--- src/rtl/isf_pkg.sv ---
// Purpose : Shared constants and types for the I2C status and event flag block
// Assumes : Registers sit on a plain 12-bit address port with byte-wide data
// Notes   : Offsets are byte addresses on that port

package isf_pkg;

  typedef logic [11:0] isf_addr_t;
  typedef logic [7:0]  isf_byte_t;

  // ******************************************************************
  // Register offsets
  // ******************************************************************
  localparam isf_addr_t ISF_ADDR_TX_BUF      = 12'h290;
  localparam isf_addr_t ISF_ADDR_RX_BUF      = 12'h291;
  localparam isf_addr_t ISF_ADDR_CTRL        = 12'h292;
  localparam isf_addr_t ISF_ADDR_XFER_STATUS = 12'h298;
  localparam isf_addr_t ISF_ADDR_BUF_STATUS  = 12'h299;
  localparam isf_addr_t ISF_ADDR_EVT_FLAGS   = 12'h29A;
  localparam isf_addr_t ISF_ADDR_EVT_EN      = 12'h29B;

  // ******************************************************************
  // Field positions
  // ******************************************************************
  localparam int ISF_XS_DIR_BIT     = 4;
  localparam int ISF_XS_KIND_BIT    = 3;
  localparam int ISF_BS_TX_OVERWRITE_ERROR_BIT    = 7;
  localparam int ISF_BS_TX_BUFFER_EMPTY_BIT    = 5;
  localparam int ISF_BS_RX_UNDERREAD_ERROR_BIT    = 3;
  localparam int ISF_BS_FLUSH_BIT   = 2;
  localparam int ISF_BS_RX_BUFFER_FULL_BIT    = 0;
  localparam int ISF_EV_CNT_BIT     = 7;
  localparam int ISF_EV_ACKT_BIT    = 6;
  localparam int ISF_EV_WR_BIT      = 4;
  localparam int ISF_EV_ADR_BIT     = 3;
  localparam int ISF_EV_STOP_BIT    = 2;
  localparam int ISF_EV_RESTART_BIT = 1;
  localparam int ISF_EV_START_BIT   = 0;
  localparam int ISF_CTRL_MODE_LSB  = 0;
  localparam int ISF_CTRL_MODE_MSB  = 2;
  localparam int ISF_CTRL_CLOCK_STRETCH_BIT  = 4;

  // ******************************************************************
  // Reset values and masks
  // ******************************************************************
  localparam isf_byte_t   ISF_EVT_MASK  = 8'hDF;
  localparam isf_byte_t   ISF_FLAGS_RST = 8'h00;
  localparam isf_byte_t   ISF_EN_RST    = 8'h00;
  localparam isf_byte_t   ISF_BYTE_RST  = 8'h00;
  localparam logic [2:0]  ISF_MODE_RST  = 3'h0;
  localparam logic        ISF_TX_BUFFER_EMPTY_RST  = 1'b1;

endpackage

--- src/rtl/isf_status_flags.sv ---
// Purpose : Status, buffer and event flag logic of an I2C host/client module
// Assumes : Shift engine runs on clk and hands over one-cycle event pulses
// Notes   : Read data stand only in the cycle after a read strobe
//
// Local design decision: the strobed register port.

`timescale 1ns/1ps

module isf_status_flags (
  input  wire logic               clk,
  input  wire logic               nrst,
  input  wire isf_pkg::isf_addr_t addr,
  input  wire isf_pkg::isf_byte_t wr_data,
  input  wire logic               wr_en,
  input  wire logic               rd_en,
  output      isf_pkg::isf_byte_t rd_data,
  input  wire logic               eng_addr_match,
  input  wire logic               eng_addr_rw,
  input  wire logic               eng_addr_10b_high,
  input  wire logic               eng_data_rx,
  input  wire isf_pkg::isf_byte_t eng_rx_byte,
  input  wire logic               eng_byte_done,
  input  wire logic               eng_byte_is_data,
  input  wire logic               eng_tx_take,
  input  wire logic               eng_fall9,
  input  wire logic               eng_addressed,
  input  wire logic               eng_ack_sent,
  input  wire logic               eng_count_zero,
  input  wire logic               eng_start,
  input  wire logic               eng_restart,
  input  wire logic               eng_stop,
  output      isf_pkg::isf_byte_t tx_data,
  output      logic               nack_request,
  output      logic               dma_tx_req,
  output      logic               dma_rx_req,
  output      logic               rx_irq_flag,
  output      logic               tx_irq_flag,
  output      logic               module_irq,
  output      logic               clock_stretch
);
  import isf_pkg::*;

  // ******************************************************************
  // Decoding helpers
  // ******************************************************************
  function automatic logic hit(input isf_addr_t a, input isf_addr_t r);
    return a == r;
  endfunction

  // Client-capable mode codes are 0xx and 11x
  function automatic logic client_capable(input logic [2:0] m);
    return (m[2] == 1'b0) || (m[2:1] == 2'b11);
  endfunction

  // ******************************************************************
  // State
  // ******************************************************************
  logic       dir_reg;
  logic       kind_reg;
  logic       tx_overwrite_error_reg;
  logic       tx_buffer_empty_reg;
  logic       rx_underread_error_reg;
  logic       rx_buffer_full_reg;
  isf_byte_t  rx_buf_reg;
  isf_byte_t  tx_buf_reg;
  isf_byte_t  flags_reg;
  isf_byte_t  en_reg;
  logic [2:0] mode_reg;
  logic       clock_stretch_reg;
  logic       hi10_pend_reg;
  logic       rx_irq_reg;
  logic       tx_irq_reg;
  logic       nack_reg;
  logic       irq_reg;
  isf_byte_t  rd_data_reg;

  logic       wr_txb;
  logic       wr_ctrl;
  logic       wr_bs;
  logic       wr_ev;
  logic       wr_en_reg_sel;
  logic       rd_rxb;
  logic       flush;
  logic       client;
  logic       ackt_set;
  logic       wr_set;
  logic       adr_set;
  logic       hold_set;
  isf_byte_t  hw_set;
  isf_byte_t  flags_next;
  isf_byte_t  rd_mux;

  assign wr_txb        = wr_en & hit(addr, ISF_ADDR_TX_BUF);
  assign wr_ctrl       = wr_en & hit(addr, ISF_ADDR_CTRL);
  assign wr_bs         = wr_en & hit(addr, ISF_ADDR_BUF_STATUS);
  assign wr_ev         = wr_en & hit(addr, ISF_ADDR_EVT_FLAGS);
  assign wr_en_reg_sel = wr_en & hit(addr, ISF_ADDR_EVT_EN);
  assign rd_rxb        = rd_en & hit(addr, ISF_ADDR_RX_BUF);
  assign client        = client_capable(mode_reg);
  assign flush         = wr_bs & wr_data[ISF_BS_FLUSH_BIT];

  // ******************************************************************
  // Transfer status
  // ******************************************************************
  // Direction capture
  // Only matched received addresses update it
  always_ff @(posedge clk or negedge nrst) begin
    if (!nrst) begin
      dir_reg <= 1'b0;
    end else if (eng_addr_match) begin
      dir_reg <= eng_addr_rw;
    end
  end

  always_ff @(posedge clk or negedge nrst) begin
    if (!nrst) begin
      kind_reg <= 1'b0;
    end else if (eng_byte_done) begin
      kind_reg <= eng_byte_is_data;
    end
  end

  // ******************************************************************
  // Receive buffer
  // ******************************************************************
  // Full flag, a new byte wins over a same-cycle read or flush
  always_ff @(posedge clk or negedge nrst) begin
    if (!nrst) begin
      rx_buffer_full_reg   <= 1'b0;
      rx_buf_reg <= ISF_BYTE_RST;
    end else if (eng_data_rx) begin
      rx_buffer_full_reg   <= 1'b1;
      rx_buf_reg <= eng_rx_byte;
    end else if (rd_rxb || flush) begin
      rx_buffer_full_reg   <= 1'b0;
    end
  end

  // Underread error, cleared only by a software write of zero
  always_ff @(posedge clk or negedge nrst) begin
    if (!nrst) begin
      rx_underread_error_reg <= 1'b0;
    end else begin
      rx_underread_error_reg <= (wr_bs ? wr_data[ISF_BS_RX_UNDERREAD_ERROR_BIT] : rx_underread_error_reg) | (rd_rxb & ~rx_buffer_full_reg);
    end
  end

  // Buffer interrupt flags cleared by flush
  always_ff @(posedge clk or negedge nrst) begin
    if (!nrst) begin
      rx_irq_reg <= 1'b0;
    end else if (eng_data_rx) begin
      rx_irq_reg <= 1'b1;
    end else if (rd_rxb || flush) begin
      rx_irq_reg <= 1'b0;
    end
  end

  // ******************************************************************
  // Transmit buffer
  // ******************************************************************
  // Empty flag; a take in the same cycle as a write leaves the new byte
  always_ff @(posedge clk or negedge nrst) begin
    if (!nrst) begin
      tx_buffer_empty_reg <= ISF_TX_BUFFER_EMPTY_RST;
    end else if (wr_txb) begin
      tx_buffer_empty_reg <= 1'b0;
    end else if (eng_tx_take || flush) begin
      tx_buffer_empty_reg <= 1'b1;
    end
  end

  // Overwriting a full buffer discards the new byte so the queued one survives
  always_ff @(posedge clk or negedge nrst) begin
    if (!nrst) begin
      tx_buf_reg <= ISF_BYTE_RST;
    end else if (wr_txb && (tx_buffer_empty_reg || eng_tx_take)) begin
      tx_buf_reg <= wr_data;
    end
  end

  // Overwrite error, cleared only by a software write of zero
  always_ff @(posedge clk or negedge nrst) begin
    if (!nrst) begin
      tx_overwrite_error_reg <= 1'b0;
    end else begin
      tx_overwrite_error_reg <= (wr_bs ? wr_data[ISF_BS_TX_OVERWRITE_ERROR_BIT] : tx_overwrite_error_reg)
                | (wr_txb & ~tx_buffer_empty_reg & ~eng_tx_take);
    end
  end

  always_ff @(posedge clk or negedge nrst) begin
    if (!nrst) begin
      tx_irq_reg <= 1'b0;
    end else if (eng_tx_take) begin
      tx_irq_reg <= 1'b1;
    end else if (wr_txb || flush) begin
      tx_irq_reg <= 1'b0;
    end
  end

  // NACK request follows the error bits
  always_ff @(posedge clk or negedge nrst) begin
    if (!nrst) begin
      nack_reg <= 1'b0;
    end else begin
      nack_reg <= tx_overwrite_error_reg | rx_underread_error_reg;
    end
  end

  // ******************************************************************
  // Event flags
  // ******************************************************************
  // A ten-bit high write address byte suppresses the next ack-time flag
  always_ff @(posedge clk or negedge nrst) begin
    if (!nrst) begin
      hi10_pend_reg <= 1'b0;
    end else if (eng_addr_match && eng_addr_10b_high && !eng_addr_rw) begin
      hi10_pend_reg <= 1'b1;
    end else if (eng_fall9) begin
      hi10_pend_reg <= 1'b0;
    end
  end

  assign ackt_set = eng_fall9 & eng_addressed & client & ~hi10_pend_reg;
  assign wr_set   = eng_data_rx & client;
  assign adr_set  = eng_addr_match & client;

  always_comb begin
    hw_set = 8'h00;
    hw_set[ISF_EV_CNT_BIT]     = eng_fall9 & eng_count_zero;
    hw_set[ISF_EV_ACKT_BIT]    = ackt_set;
    hw_set[ISF_EV_WR_BIT]      = wr_set;
    hw_set[ISF_EV_ADR_BIT]     = adr_set;
    hw_set[ISF_EV_STOP_BIT]    = eng_stop;
    hw_set[ISF_EV_RESTART_BIT] = eng_restart;
    hw_set[ISF_EV_START_BIT]   = eng_start;
  end

  // Sticky flags; a hardware set beats a same-cycle clear
  assign flags_next = ((wr_ev ? wr_data : flags_reg) | hw_set) & ISF_EVT_MASK;

  always_ff @(posedge clk or negedge nrst) begin
    if (!nrst) begin
      flags_reg <= ISF_FLAGS_RST;
    end else begin
      flags_reg <= flags_next;
    end
  end

  always_ff @(posedge clk or negedge nrst) begin
    if (!nrst) begin
      en_reg <= ISF_EN_RST;
    end else if (wr_en_reg_sel) begin
      en_reg <= wr_data & ISF_EVT_MASK;
    end
  end

  // Byte count enable takes part in the OR
  // Stop enable takes part in the OR
  always_ff @(posedge clk or negedge nrst) begin
    if (!nrst) begin
      irq_reg <= 1'b0;
    end else begin
      irq_reg <= |(flags_reg & en_reg);
    end
  end

  // ******************************************************************
  // Control and clock stretch
  // ******************************************************************
  // Hold condition on enabled address, write and ack-time events
  // Ack-time hold only after an ACK
  assign hold_set = (ackt_set & en_reg[ISF_EV_ACKT_BIT] & eng_ack_sent)
                  | (wr_set & en_reg[ISF_EV_WR_BIT])
                  | (adr_set & en_reg[ISF_EV_ADR_BIT]);

  always_ff @(posedge clk or negedge nrst) begin
    if (!nrst) begin
      mode_reg <= ISF_MODE_RST;
    end else if (wr_ctrl) begin
      mode_reg <= wr_data[ISF_CTRL_MODE_MSB:ISF_CTRL_MODE_LSB];
    end
  end

  // Software releases the bus by writing zero; a new hold in that cycle still wins
  always_ff @(posedge clk or negedge nrst) begin
    if (!nrst) begin
      clock_stretch_reg <= 1'b0;
    end else begin
      clock_stretch_reg <= (wr_ctrl ? wr_data[ISF_CTRL_CLOCK_STRETCH_BIT] : clock_stretch_reg) | hold_set;
    end
  end

  // ******************************************************************
  // Read port
  // ******************************************************************
  always_comb begin
    rd_mux = 8'h00;
    case (addr)
      ISF_ADDR_TX_BUF: begin
        rd_mux = tx_buf_reg;
      end
      ISF_ADDR_RX_BUF: begin
        rd_mux = rx_buf_reg;
      end
      ISF_ADDR_CTRL: begin
        rd_mux[ISF_CTRL_MODE_MSB:ISF_CTRL_MODE_LSB] = mode_reg;
        rd_mux[ISF_CTRL_CLOCK_STRETCH_BIT]                   = clock_stretch_reg;
      end
      ISF_ADDR_XFER_STATUS: begin
        rd_mux[ISF_XS_DIR_BIT]  = dir_reg;
        rd_mux[ISF_XS_KIND_BIT] = kind_reg;
      end
      // Flush bit position stays zero on read
      ISF_ADDR_BUF_STATUS: begin
        rd_mux[ISF_BS_TX_OVERWRITE_ERROR_BIT] = tx_overwrite_error_reg;
        rd_mux[ISF_BS_TX_BUFFER_EMPTY_BIT] = tx_buffer_empty_reg;
        rd_mux[ISF_BS_RX_UNDERREAD_ERROR_BIT] = rx_underread_error_reg;
        rd_mux[ISF_BS_RX_BUFFER_FULL_BIT] = rx_buffer_full_reg;
      end
      ISF_ADDR_EVT_FLAGS: begin
        rd_mux = flags_reg;
      end
      ISF_ADDR_EVT_EN: begin
        rd_mux = en_reg;
      end
      default: begin
        rd_mux = 8'h00;
      end
    endcase
  end

  always_ff @(posedge clk or negedge nrst) begin
    if (!nrst) begin
      rd_data_reg <= ISF_BYTE_RST;
    end else begin
      rd_data_reg <= rd_en ? rd_mux : ISF_BYTE_RST;
    end
  end

  // ******************************************************************
  // Outputs
  // ******************************************************************
  assign rd_data       = rd_data_reg;
  assign tx_data       = tx_buf_reg;
  assign nack_request  = nack_reg;
  assign dma_tx_req    = tx_buffer_empty_reg;
  assign dma_rx_req    = rx_buffer_full_reg;
  assign rx_irq_flag   = rx_irq_reg;
  assign tx_irq_flag   = tx_irq_reg;
  assign module_irq    = irq_reg;
  assign clock_stretch = clock_stretch_reg;
endmodule

--- config.mk ---
export PLATFORM = sky130hd
export DESIGN_NAME = isf_status_flags
export DESIGN_NICKNAME = d
export VERILOG_FILES = /design/src/rtl/isf_pkg.sv /design/src/rtl/isf_status_flags.sv
export SDC_FILE = /design/constraint.sdc
export NUM_CORES = 1
export LEC_CHECK = 0
export BUFFER_PORTS_ARGS = -buffer_cell sky130_fd_sc_hd__buf_2
export CELL_PAD_IN_SITES_DETAIL_PLACEMENT = 1
export CELL_PAD_IN_SITES_GLOBAL_PLACEMENT = 1
export CORE_ASPECT_RATIO = 2
export CORE_MARGIN = 5
export CORE_UTILIZATION = 36
export DETAILED_ROUTE_END_ITERATION = 6
export PLACE_DENSITY_LB_ADDON = 0.1
export SETUP_SLACK_MARGIN = 0.05
export SYNTH_ARGS = -nofsm -noshare
export SYNTH_HDL_FRONTEND = slang
export SYNTH_SLANG_ARGS = --single-unit
--- constraint.sdc ---
create_clock -name clk -period 1.4 [get_ports clk]
set_input_delay 0.21 -clock clk [delete_from_list [all_inputs] [get_ports clk]]
set_output_delay 0.21 -clock clk [all_outputs]
set_load 0.02 [all_outputs]
==> run_results.csv <==
group,metric,value,unit
yosys,syn_area,2490,sq um
drt,drc,0,
cells_and_area,diodes,0,
sta,slew_headroom,74.0,%
floorplanning,fp.dieW,68.8,um
drt,viasPerCell,5.24,
grt,antenna_found_initial,0,
cts,tritoncts,"done",
placed_design,dp_hpwl,5930,um
cells_and_area,finalInstanceArea,3490,sq um
yosys,avgSynthCellArea,11.5,sq um
sta,setup-violations-final,5,
sta,drv_slew,0,
sta,fin_hold_ws,0.107,ns
setup_path,worstSetupEndpointType,"flip-flop",
floorplanning,die_area,8790,sq um
drt,drt_iter0_drc,69,
cts,root_buffer,"clkbuf_16",
cells_and_area,area_growth,40.1,%
pwr,p_comb_share,12.0,%
cells_and_area,drive_above_1_share,48.6,%
setup_path,critPathMaxStageDelay,0.30,ns
floorplanning,core_area,6830,sq um
sta,finalHoldViolations,0,
sta,fin_crit_sh,103,%
yosys,synth-seq-cells,52,
cts,cts_inserted_buffers,5,
placed_design,port_buffers,68,
pwr,cellPowerDensity,906,nW/um^2
setup_path,crit_top_cell,"buf_4",
grt,grt_pass1_wl,11900,um
placed_design,gp_congestion,0.835,
setup_path,critPathMaxFanout,4,
run_status,violations,"negative setup slack",
cts,clock_sinks,52,
pwr,p_clk_share,38.5,%
cells_and_area,utilization,51.1,%
drt,via_count,2134,
drt,postRouteAntennaNets,0,
cts,clock_path_buffers,2,
setup_path,cp_top_family,"simple AND/OR/NAND/NOR gates",
drt,firstDrtPassIters,6,
grt,grt-ovfl-total,0,
pwr,ir_drop,0.603,mV
setup_path,crit_arrival,1.61,ns
pwr,switchingPower,0.772,mW
grt,grt_max_degree,53,
pwr,pwr-share-seq,49.4,%
yosys,synthCells,217,
yosys,yosys_warnings,0,
cells_and_area,layout.cells.most_common,"buf_2",
run,cap_viol_max_count,0,
sta,fin_crit,1.44,ns
worst_hold_path,min_path_type,"in -> reg",
cells_and_area,fin_nets,362,
sta,fin_ws,-0.0368,ns
floorplanning,dieHeight,128,um
setup_path,startpoint_type,"input pin",
yosys,synth-seq-area-share,52.3,%
sta,fin_skew,0.00765,ns
floorplanning,start_util,36.5,%
placed_design,pre_cts_ws,-0.412,ns
setup_path,cp.required,1.58,ns
cts,path_clk_slew,0.07,ns
pwr,power,3.16,mW
pwr,sw_frac_of_total,24.4,%
pwr,internal-power,2.39,mW
floorplanning,pin_count,69,
grt,first_global_vias,2348,
setup_path,critical_path.slowest_cell,"mux2_4",
drt,finalWirelength,7750,um
setup_path,crit_type,"in -> reg",
grt,grtUsageTotal,18.4,%
placed_design,post_dp_cell_area,3160,sq um
cts,htree_levels,2,
setup_path,cp.buffers_inverters,3,
yosys,synth.distinct_cells,44,
cells_and_area,final_cell_mix,"buf_2, dfrtp_1, buf_4",
run_status,outcome,"finished, violations left",
sta,fmax,0.696,GHz
setup_path,crit_chain,"buf_6 -> nor4bb_4 -> buf_4 -> nand3_4 -> nor4_4 -> buf_4 -> mux2_4",
pwr,leakagePower,1.66,nW
sta,rsz0062_at_grt,"true",
yosys,synth_nets,263,
drt,wire_per_inst,19.0,um
floorplanning,rows,43,
cts,clock_latency,0.30,ns
sta,tightest_slew,0.390,ns
-- cell usage after synthesis (all sizes together) --
cell type	number	share of area (%)
dfrtp	51	51
mux2	27	12
nand2	18	2.7
nor2	17	2.6
mux2i	14	5.6
o21ai	9	1.8
buf	8	1.9
inv	6	0.90
nand3	6	1.6
nand4	5	1.3
a211o	4	1.4
a21oi	4	0.80
a221oi	4	1.4
clkbuf	4	0.60
nor4	4	1.6
o22ai	4	1.0
or3	3	0.75
a222oi	2	0.80
a22oi	2	0.60
a31oi	2	0.50
nand2b	2	0.50
nand3b	2	0.60
nor4b	2	1.3
nor4bb	2	0.80
o2bb2ai	2	0.70
a2111oi	1	0.35
a21boi	1	0.30
a221o	1	0.40
a22o	1	0.35
a31o	1	0.35
and2	1	0.25
and3	1	0.25
and3b	1	0.35
and4	1	0.35
dfstp	1	1.1
nor2b	1	0.25
o31a	1	0.35
or2	1	0.25
-- area by class of cell --
type	instances	area, sq um
Clock inverter	2	16.3
Multi-Input combinational cell	147	1210
Fill cell	783	3340
Clock buffer	6	129
Tap cell	90	113
Sequential cell	52	1300
Timing Repair Buffer	104	697
Inverter	6	22.5
-- timing repair --
action | in CTS | in global routing
resized for setup | 13 | 19
pin swaps | 2 | 7
setup buffers | 1 | 1
gates cloned | 0 | 1
endpoints found under the hold margin | 51 | 0
hold buffers | 1 | 0
endpoints found under the setup margin | 17 | 25
-- worst paths after layout --
check,start,endpoint,depth (start not counted),slack (ns)
worst min register to register,hi10_pend_reg,flags_reg[6],1,0.50
min in group asynchronous,nrst,mode_reg[2],3,0.45
worst min-delay path,eng_addr_rw,hi10_pend_reg,2,0.11
worst max-delay path,addr[5],tx_data[3],7,-0.04
max in group asynchronous,nrst,dma_tx_req,3,0.66
worst max register to register,dma_tx_req,tx_data[3],4,-0.03
-- layer usage --
metal | vias to the layer above | wire length [um] | global-route usage, %
met3 | 12 | 409 | 3.25
met4 | 0 | 155 | 7.36
met2 | 62 | 4180 | 32.5
li1 | 1000 | - | -
met5 | - | 0 | 0
met1 | 1060 | 3000 | 21.3
-- cells by family (layout without fill, tap and decap cells) --
logic type	count (synthesis)	after routing	share of synthesized area, %
AOI/OAI and AO/OA	39	39	11.1
buffers and inverters	18	118	3.36
DFF	52	52	52.3
muxes	41	41	17.8
and+or+nand+nor	67	67	15.4
-- per-stage QoR --
stage                     std cells  TNS [ns]
final                           407    -0.134
after detailed placement        395     -8.82
after global routing            407    -0.594
after global placement          395     -8.61
after floorplan                 217     -4.38
after CTS                       405    -0.390
-- power groups by stage --
| stage | sequential, mW | combinational, mW | clock [mW] |
|---|---|---|---|
| 3_3_place_gp | 1.59 | 0.353 | 0 |
| 6_report | 1.56 | 0.380 | 1.22 |
| 5_1_grt | 1.57 | 0.416 | 1.30 |
| 3_5_place_dp | 1.59 | 0.361 | 0 |
| 4_1_cts | 1.56 | 0.375 | 1.25 |
| 2_1_floorplan | 1.59 | 0.145 | 0 |
Power figures use the tool's default switching activity.
